File: src/hdl/eer_consts.vh
// constants for the exception entry and return unit
// assumes a single 25 MHz core clock and a plain register port
`ifndef EER_CONSTS_VH
`define EER_CONSTS_VH

// register offsets (byte addresses)
`define EER_FP_CONTEXT_CONTROL 32'hE000_EF34
`define EER_AUX_CONTROL 32'hE000_E008
`define EER_STATUS 32'hE000_EF40

// field positions
`define EER_LAZY_SAVE_ENABLE_BIT 30
`define EER_DEFAULT_WRITE_BUFFER_DISABLE 1

// reset values
`define EER_FP_CONTEXT_CONTROL_RST 32'h4000_0000
`define EER_AUX_CONTROL_RST 32'h0000_0000

// timing counts in core clock cycles
`define EER_FP_DIV_CYCLES 14
`define EER_STACK_CYCLES 5'h0c
`define EER_FP_STACK_CYCLES 5'h12

// exception sequencer states
`define EER_ST_RUN 3'd0
`define EER_ST_STACK 3'd1
`define EER_ST_HANDLER 3'd2
`define EER_ST_RET_WAIT 3'd3
`define EER_ST_UNSTACK 3'd4

`endif

File: src/hdl/eer_fp_div.v
// fixed-latency floating-point divide / square-root unit
// assumes start pulses only while busy is low
`timescale 1ns/10ps
`include "eer_consts.vh"

module eer_fp_div #(
	parameter LATENCY = `EER_FP_DIV_CYCLES
) (
	// clock and reset
	input wire ref_clk,
	input wire resetn,
	// operation start
	input wire start,
	input wire [4:0] dst,
	// progress and completion
	output reg busy,
	output reg done,
	output reg [4:0] done_dst
);

reg [4:0] count;

// count the fixed occupancy, never aborted by exceptions
always @(posedge ref_clk or negedge resetn) begin
	if (!resetn) begin
		busy <= 1'b0;
		done <= 1'b0;
		done_dst <= 5'h00;
		count <= 5'h00;
	end else begin
		done <= 1'b0;
		if (start && !busy) begin
			busy <= 1'b1;
			count <= LATENCY[4:0] - 5'd1;
			done_dst <= dst;
		end else if (busy) begin
			if (count == 5'd1) begin
				busy <= 1'b0;
				done <= 1'b1;
			end
			count <= count - 5'd1;
		end
	end
end

endmodule // eer_fp_div

File: src/hdl/eer_core.v
// exception entry and return unit of a small embedded core
// assumes interrupt controller, pipeline and bus all on ref_clk
//
// How it works
// - interrupted stack-pointer load replays after return
// - replayed load never repeats base writeback
// - divide/root runs 14 cycles through stacking
// - lazy save defers fp stacking to first fp op
// - lazy save on at reset; 12+ entry cycles
// - return waits for divide, result always written
// - stack wait states just stretch the stacking
// - write buffer lets execution pass pending stores
// - buffered store drains before return re-arbitrates
// - acknowledged interrupt and fetched vector always match
`timescale 1ns/10ps
`include "eer_consts.vh"

module eer_core #(
	parameter NUM_W = 8,
	parameter PRIO_W = 8
) (
	// clock and reset
	input wire ref_clk,
	input wire resetn,
	// register port
	input wire [31:0] reg_addr,
	input wire [31:0] reg_wdata,
	input wire reg_wr,
	input wire reg_rd,
	output reg [31:0] reg_rdata,
	// interrupt controller
	input wire irq_req,
	input wire [NUM_W-1:0] irq_num,
	input wire [PRIO_W-1:0] irq_prio,
	output reg irq_ack,
	output reg [NUM_W-1:0] irq_ack_num,
	output reg vector_fetch,
	output reg [NUM_W-1:0] vector_num,
	output reg [PRIO_W-1:0] exec_prio,
	output wire exc_active,
	// pipeline events
	input wire sp_load_issue,
	input wire sp_load_writeback,
	input wire sp_load_done,
	input wire exc_return,
	output reg sp_load_replay,
	output reg sp_base_update,
	output reg handler_start,
	output reg return_done,
	// stacking bus
	input wire fp_ctx_live,
	input wire stack_ready,
	output wire stack_req,
	// floating-point unit
	input wire fp_div_start,
	input wire [4:0] fp_div_dst,
	input wire fp_op_in_handler,
	output reg fp_result_we,
	output reg [4:0] fp_result_dst,
	output reg fp_status_we,
	output reg fp_ctx_stack,
	output wire fp_div_busy,
	// store path and write buffer
	input wire st_valid,
	input wire [31:0] st_addr,
	input wire [31:0] st_data,
	input wire st_bufferable,
	output wire st_ready,
	output wire core_stall,
	input wire dsb_req,
	output reg dsb_done,
	output reg bus_wr_valid,
	output reg [31:0] bus_wr_addr,
	output reg [31:0] bus_wr_data,
	input wire bus_wr_ready
);

// ****************************************
// declarations
// ****************************************
reg [2:0] state;
reg [2:0] next_state;
reg [4:0] stack_cnt;
reg lazy_en;
reg wb_disable;
reg lazy_pending;
reg load_in_flight;
reg load_wb_form;
reg load_wb_applied;
reg replay_pending;
reg wb_bufferable;
reg dsb_pend;
reg [PRIO_W-1:0] saved_prio;
wire div_done;
wire [4:0] div_done_dst;
wire stack_last;
wire take_irq;
wire ret_clear;
wire st_accept;

// ****************************************
// floating-point divider
// ****************************************
// fixed occupancy, not aborted on entry
eer_fp_div #(
	.LATENCY(`EER_FP_DIV_CYCLES)
) u_div (
	.ref_clk(ref_clk),
	.resetn(resetn),
	.start(fp_div_start),
	.dst(fp_div_dst),
	.busy(fp_div_busy),
	.done(div_done),
	.done_dst(div_done_dst)
);

always @(posedge ref_clk or negedge resetn) begin
	if (!resetn) begin
		fp_result_we <= 1'b0;
		fp_status_we <= 1'b0;
		fp_result_dst <= 5'h00;
	end else begin
		fp_result_we <= div_done;
		fp_status_we <= div_done;
		if (div_done) begin
			fp_result_dst <= div_done_dst;
		end
	end
end

// ****************************************
// exception sequencer
// ****************************************
assign exc_active = (state != `EER_ST_RUN);
assign stack_req = (state == `EER_ST_STACK) || (state == `EER_ST_UNSTACK);
assign stack_last = stack_ready && (stack_cnt == 5'd1);
assign take_irq = irq_req && (state == `EER_ST_RUN) && !bus_wr_valid;
// return re-arbitrates only with buffer drained
// and with no divide still in flight
assign ret_clear = !bus_wr_valid && !fp_div_busy;

// next state
always @* begin
	next_state = state;
	case (state)
		`EER_ST_RUN: begin
			if (take_irq) begin
				next_state = `EER_ST_STACK;
			end
		end
		`EER_ST_STACK: begin
			if (stack_last) begin
				next_state = `EER_ST_HANDLER;
			end
		end
		`EER_ST_HANDLER: begin
			if (exc_return) begin
				next_state = `EER_ST_RET_WAIT;
			end
		end
		`EER_ST_RET_WAIT: begin
			if (ret_clear) begin
				next_state = `EER_ST_UNSTACK;
			end
		end
		`EER_ST_UNSTACK: begin
			if (stack_last) begin
				next_state = `EER_ST_RUN;
			end
		end
		default: begin
			next_state = `EER_ST_RUN;
		end
	endcase
end

// state register, stacking count and interrupt handshake
always @(posedge ref_clk or negedge resetn) begin
	if (!resetn) begin
		state <= `EER_ST_RUN;
		stack_cnt <= 5'h00;
		irq_ack <= 1'b0;
		irq_ack_num <= {NUM_W{1'b0}};
		vector_fetch <= 1'b0;
		vector_num <= {NUM_W{1'b0}};
		exec_prio <= {PRIO_W{1'b1}};
		saved_prio <= {PRIO_W{1'b1}};
		handler_start <= 1'b0;
		return_done <= 1'b0;
	end else begin
		state <= next_state;
		irq_ack <= 1'b0;
		vector_fetch <= 1'b0;
		handler_start <= 1'b0;
		return_done <= 1'b0;
		if (take_irq) begin
			// ack and vector from one latched choice
			irq_ack <= 1'b1;
			vector_fetch <= 1'b1;
			irq_ack_num <= irq_num;
			vector_num <= irq_num;
			saved_prio <= exec_prio;
			exec_prio <= irq_prio;
			// at least 12 cycles before the handler
			// fp words added only when lazy save is off
			if (fp_ctx_live && !lazy_en) begin
				stack_cnt <= `EER_STACK_CYCLES + `EER_FP_STACK_CYCLES;
			end else begin
				stack_cnt <= `EER_STACK_CYCLES;
			end
		end else if (state == `EER_ST_RET_WAIT && ret_clear) begin
			stack_cnt <= `EER_STACK_CYCLES;
		end else if (stack_req && stack_ready) begin
			// a cycle without stack_ready just waits
			stack_cnt <= stack_cnt - 5'd1;
		end
		if (state == `EER_ST_STACK && stack_last) begin
			handler_start <= 1'b1;
		end
		if (state == `EER_ST_UNSTACK && stack_last) begin
			return_done <= 1'b1;
			exec_prio <= saved_prio;
		end
	end
end

// ****************************************
// lazy floating-point context
// ****************************************
// fp context stacked on first handler fp op
always @(posedge ref_clk or negedge resetn) begin
	if (!resetn) begin
		lazy_pending <= 1'b0;
		fp_ctx_stack <= 1'b0;
	end else begin
		fp_ctx_stack <= 1'b0;
		if (take_irq) begin
			lazy_pending <= fp_ctx_live && lazy_en;
		end else if (lazy_pending && fp_op_in_handler && state == `EER_ST_HANDLER) begin
			lazy_pending <= 1'b0;
			fp_ctx_stack <= 1'b1;
		end else if (state == `EER_ST_UNSTACK) begin
			lazy_pending <= 1'b0;
		end
	end
end

// ****************************************
// stack-pointer load tracking
// ****************************************
// an interrupted load is replayed on return
always @(posedge ref_clk or negedge resetn) begin
	if (!resetn) begin
		load_in_flight <= 1'b0;
		load_wb_form <= 1'b0;
		load_wb_applied <= 1'b0;
		replay_pending <= 1'b0;
		sp_load_replay <= 1'b0;
		sp_base_update <= 1'b0;
	end else begin
		sp_load_replay <= 1'b0;
		sp_base_update <= 1'b0;
		if (sp_load_issue && !exc_active) begin
			load_in_flight <= 1'b1;
			load_wb_form <= sp_load_writeback;
			load_wb_applied <= 1'b0;
		end else if (take_irq && load_in_flight) begin
			replay_pending <= 1'b1;
		end else if (state == `EER_ST_UNSTACK && stack_last && replay_pending) begin
			replay_pending <= 1'b0;
			sp_load_replay <= 1'b1;
		end else if (sp_load_done && load_in_flight && !exc_active) begin
			load_in_flight <= 1'b0;
			load_wb_applied <= 1'b1;
			sp_base_update <= load_wb_form && !load_wb_applied;
		end
	end
end

// ****************************************
// write buffer
// ****************************************
// one entry, execution continues past it
// disable bit or non-bufferable store stalls
assign st_ready = !bus_wr_valid;
assign st_accept = st_valid && st_ready;
assign core_stall = bus_wr_valid && (wb_disable || !wb_bufferable || dsb_pend);

always @(posedge ref_clk or negedge resetn) begin
	if (!resetn) begin
		bus_wr_valid <= 1'b0;
		bus_wr_addr <= 32'h0000_0000;
		bus_wr_data <= 32'h0000_0000;
		wb_bufferable <= 1'b0;
	end else if (st_accept) begin
		bus_wr_valid <= 1'b1;
		bus_wr_addr <= st_addr;
		bus_wr_data <= st_data;
		wb_bufferable <= st_bufferable;
	end else if (bus_wr_ready) begin
		bus_wr_valid <= 1'b0;
	end
end

// barrier completes once the buffer is empty
always @(posedge ref_clk or negedge resetn) begin
	if (!resetn) begin
		dsb_pend <= 1'b0;
		dsb_done <= 1'b0;
	end else begin
		dsb_done <= 1'b0;
		if ((dsb_req || dsb_pend) && !bus_wr_valid) begin
			dsb_pend <= 1'b0;
			dsb_done <= 1'b1;
		end else if (dsb_req) begin
			dsb_pend <= 1'b1;
		end
	end
end

// ****************************************
// register port
// ****************************************
// lazy save enabled out of reset
// software clears the lazy save enable bit
always @(posedge ref_clk or negedge resetn) begin
	if (!resetn) begin
		lazy_en <= 1'b1;
		wb_disable <= 1'b0;
	end else if (reg_wr) begin
		if (reg_addr == `EER_FP_CONTEXT_CONTROL) begin
			lazy_en <= reg_wdata[`EER_LAZY_SAVE_ENABLE_BIT];
		end
		if (reg_addr == `EER_AUX_CONTROL) begin
			wb_disable <= reg_wdata[`EER_DEFAULT_WRITE_BUFFER_DISABLE];
		end
	end
end

// read data valid only in the cycle after the strobe
always @(posedge ref_clk or negedge resetn) begin
	if (!resetn) begin
		reg_rdata <= 32'h0000_0000;
	end else begin
		reg_rdata <= 32'h0000_0000;
		if (reg_rd) begin
			case (reg_addr)
				`EER_FP_CONTEXT_CONTROL: begin
					reg_rdata[`EER_LAZY_SAVE_ENABLE_BIT] <= lazy_en;
				end
				`EER_AUX_CONTROL: begin
					reg_rdata[`EER_DEFAULT_WRITE_BUFFER_DISABLE] <= wb_disable;
				end
				`EER_STATUS: begin
					reg_rdata <= {24'h00_0000, replay_pending, dsb_pend, bus_wr_valid,
						fp_div_busy, lazy_pending, state};
				end
				default: begin
					reg_rdata <= 32'h0000_0000;
				end
			endcase
		end
	end
end

endmodule // eer_core

File: config.mk
export PLATFORM = sky130hd
export DESIGN_NAME = eer_core
export DESIGN_NICKNAME = d
export VERILOG_FILES = /design/src/hdl/eer_fp_div.v /design/src/hdl/eer_core.v
export VERILOG_INCLUDE_DIRS = /design/src /design/src/hdl
export SDC_FILE = /design/constraint.sdc
export NUM_CORES = 1
export LEC_CHECK = 0
export ABC_AREA = 1
export BUFFER_PORTS_ARGS = -buffer_cell sky130_fd_sc_hd__clkbuf_2
export CORE_ASPECT_RATIO = 0.7
export CORE_MARGIN = 2
export CORE_UTILIZATION = 42
export DETAILED_ROUTE_END_ITERATION = 12
export GPL_TIMING_DRIVEN = 0
export PLACE_DENSITY = 0.88
export REMOVE_ABC_BUFFERS = 1
export SLEW_MARGIN = 20
export SYNTH_ARGS = -nofsm -noshare
export SYNTH_HDL_FRONTEND = slang
export SYNTH_SLANG_ARGS = --single-unit
File: constraint.sdc
create_clock -name ref_clk -period 1.35 [get_ports ref_clk]
set_input_delay 0.0675 -clock ref_clk [delete_from_list [all_inputs] [get_ports ref_clk]]
set_output_delay 0.0675 -clock ref_clk [all_outputs]
set_load 0.02 [all_outputs]
==> flow_summary.toml <==
[logic_synthesis]
ys_seq_area_share_pct = 56.3
synth-seq-cells = 140
synth_top_area_cell = "dfrtp_1"
synth_edf_count = 0
synth_area_per_cell_um2 = 10.8
synth_top_area_share_pct = 49.2
ys_types = 34
syn_area_um2 = 6260
synthFlopType = "dfrtp_1"
synth.area.top_cells = "dfrtp_1, mux2_4, nand2_1, dfstp_2, mux2_2"
yosys_warnings = 0
async_flop_share_pct = 100
syn_inst = 580

[worst_setup_path]
critical_path.startpoint_type = "register"
cp_max_fo = 5
required_ns = 1.28
slowest_stage = "dfrtp_2"
crit_family = "flip-flops"
cp.arrival_ns = 1.34
cp_cell_sequence = "inv_6 -> buf_6 -> a21oi_2 -> clkbuf_8"
critPathKind = "register to output pin"
end_kind = "output pin"
worst_path_largest_cell_delay_ns = 0.45
path_buf_inv = 3

[sta]
finalCriticalPeriod_ns = 1.41
setup_viol = 41
fmax_mhz = 709
slew_headroom_pct = 61.1
hold_viol = 0
grt_setup_unrepaired = "yes"
slew_violations = 0
worstMarginPinSlew_ns = 0.584
period_share_pct = 105
worst_slack_ns = -0.0610
skew_ns = 0.0109

[clocking]
h-tree-depth = 4
clk_pin_slew_ns = 0.06
clock_path_buffers = 2
cts.sinks = 140
root_buffer = "clkbuf_16"
clk_latency_ns = 0.42
cts_tree = "built"
cts_buffers = 17

[power_and_ir_drop]
power_switching_uw = 6620
p_comb_share_pct = 36.8
p_int_uw = 11100
peakVddDrop_mv = 1.11
p_leak_uw = 0.00515
pwr-share-clk_pct = 26.6
power_frac_seq_pct = 36.6
fin_total_pwr_uw = 17700
powerDensity_nw_per_um2 = 1800
switching_share_pct = 37.4

[final_layout]
antennaDiodeCount = 0
stdcell_count = 1182
multiInputGateArea_um2 = 2460
nFillCells = 1024
seqCellArea_um2 = 3530
final_cell_mix = "clkbuf_2, nand2_1, dfrtp_1, dlygate4sd3_1, nor2_1"
fin_area_um2 = 9840
drive_gt1_share_pct = 46.1
nets = 1145
syn2layout_area_growth_pct = 57.2
final_common_cell = "clkbuf_2"

[floorplan]
die_area_um2 = 15900
core-area_um2 = 14600
io-pin-count = 307
die_x_um = 150
rows = 37
chipHeight_um = 106
floorplan.initialDensity_pct = 42.8

[route]
drc_errors = 0
wl_um = 21200
num_vias = 5788
final_antenna_net_count = 0
drt_pre_antenna_iters = 5
routedWlPerCell_um = 17.9
vias_per_cell = 4.90
drt_iter0_drc = 440

[global_routing]
grt_pass1_wl_um = 31600
grt_use_total_pct = 25.9
grt_overflow_total = 0
grt_max_degree = 73
grt_pass1_vias = 5938
antenna_found_initial = 0

[run_status]
status = "finished with violations"
failed_checks = "setup timing"

[placed_design]
placed_cell_area_um2 = 7570
hpwl_um = 11300
placed_cells = 1007
post-place-ws_ns = -0.451
gp_congestion = 0.880
portBuffers = 253

[hold_path]
min_path_type = "primary input to register"

[flow_run]
max-cap-violations = 0
[cell usage after synthesis (3+ instances only)]
cell        n
inv_2       4
nor2_2      3
o21ai_0    12
mux2_4     39
nand2_1   151
nand2_2     3
nand3b_1    3
nor3_1     10
mux2_2     31
buf_4      34
dfstp_2    17
nand4_1     4
inv_1      40
a21oi_1     4
dfrtp_1   123
buf_6       6
buf_2       4
ha_1        4
nand3_1    28
nor2_1     44
[power by group through the flow]
stage | Clock, uW | Combinational [uW] | Sequential, uW
after floorplan | 0 | 2300 | 7340
after global placement | 0 | 4980 | 6300
after detailed placement | 0 | 5120 | 6370
after CTS | 4740 | 5950 | 6340
after global routing | 4980 | 6990 | 6580
final | 4700 | 6520 | 6480
[kinds of logic (layout without fill, tap and decap cells)]
kind of cell / count (synthesis) / after routing / synth area share, %
other cells: 1 / 23 / 0.0599
xor+xnor: 1 / 1 / 0.140
mux: 70 / 70 / 14.9
flops: 140 / 140 / 56.3
compound gates: 19 / 19 / 1.60
buf+inv: 89 / 470 / 8.35
simple gates: 256 / 260 / 17.8
fa+ha+maj: 4 / 4 / 0.800
[metal layers]
layer	GRT usage, %	up-vias	wire length (um)
met2	46.7	302	11100
li1	-	2614	-
met5	0	-	0
met3	6.52	56	1570
met4	9.57	0	572
met1	29.7	2816	7950
[stage by stage]
stage               utilization (%)  setup TNS [ns]  hold WS (ns)
floorplan                         -         -116.43        -0.228
global placement               51.2         -421.93         0.266
detailed placement             51.7          -22.60         0.101
CTS                            65.7          -0.256       0.00965
global route                   67.3           -2.83        0.0477
finish                         67.3          -0.857        0.0532
[layout make-up]
type                    count  share of cell area, %
clock buffers              18                   4.46
clock inverters            13                   1.46
inverters                  44                   1.81
multi-input cells         377                   25.0
flip-flops and latches    140                   35.9
well taps                 195                   2.48
repair buffers            395                   28.9
[timing repair]
item,CTS,global route
pin swaps,7,9
setup buffers,21,9
setup endpoints to repair,83,77
hold buffers,104,0
endpoints found under the hold margin,154,0
gates cloned,6,4
gates resized for setup,43,22
[state kept, by name, indices dropped and copies added, names as in the netlist, 3 cells and up]
register	cells
bus_wr_data	32
state	3
vector_num	8
bus_wr_addr	32
saved_prio	8
u_div.count	5
u_div.done_dst	5
reg_rdata	9
stack_cnt	5
fp_result_dst	5
exec_prio	8
[final timing paths]
check | start | endpoint | slack, ns | cells after the start
setup reg to reg | bus_wr_valid$_DFFE_PN0P_ | stack_cnt[4]$_DFFE_PN0P_ | -0.05 | 8
min in group asynchronous | resetn | bus_wr_data[27]$_DFFE_PN0P_ | 0.22 | 2
hold reg to reg | load_wb_applied$_DFFE_PN0P_ | sp_base_update$_DFF_PN0_ | 0.44 | 1
setup / recovery | bus_wr_valid$_DFFE_PN0P_ | core_stall | -0.06 | 4
max in group asynchronous | resetn | bus_wr_data[5]$_DFFE_PN0P_ | 0.37 | 3
hold / removal | stack_ready | stack_cnt[1]$_DFFE_PN0P_ | 0.05 | 4
[worst min-delay path: cells and delay by family]
kind | cells | cell delay, ns
buffers and inverters | 1 | 0.13
AND/OR/NAND/NOR | 2 | 0.18
AO/OA/AOI/OAI | 1 | 0.05
(Power assumes the default switching activity.)
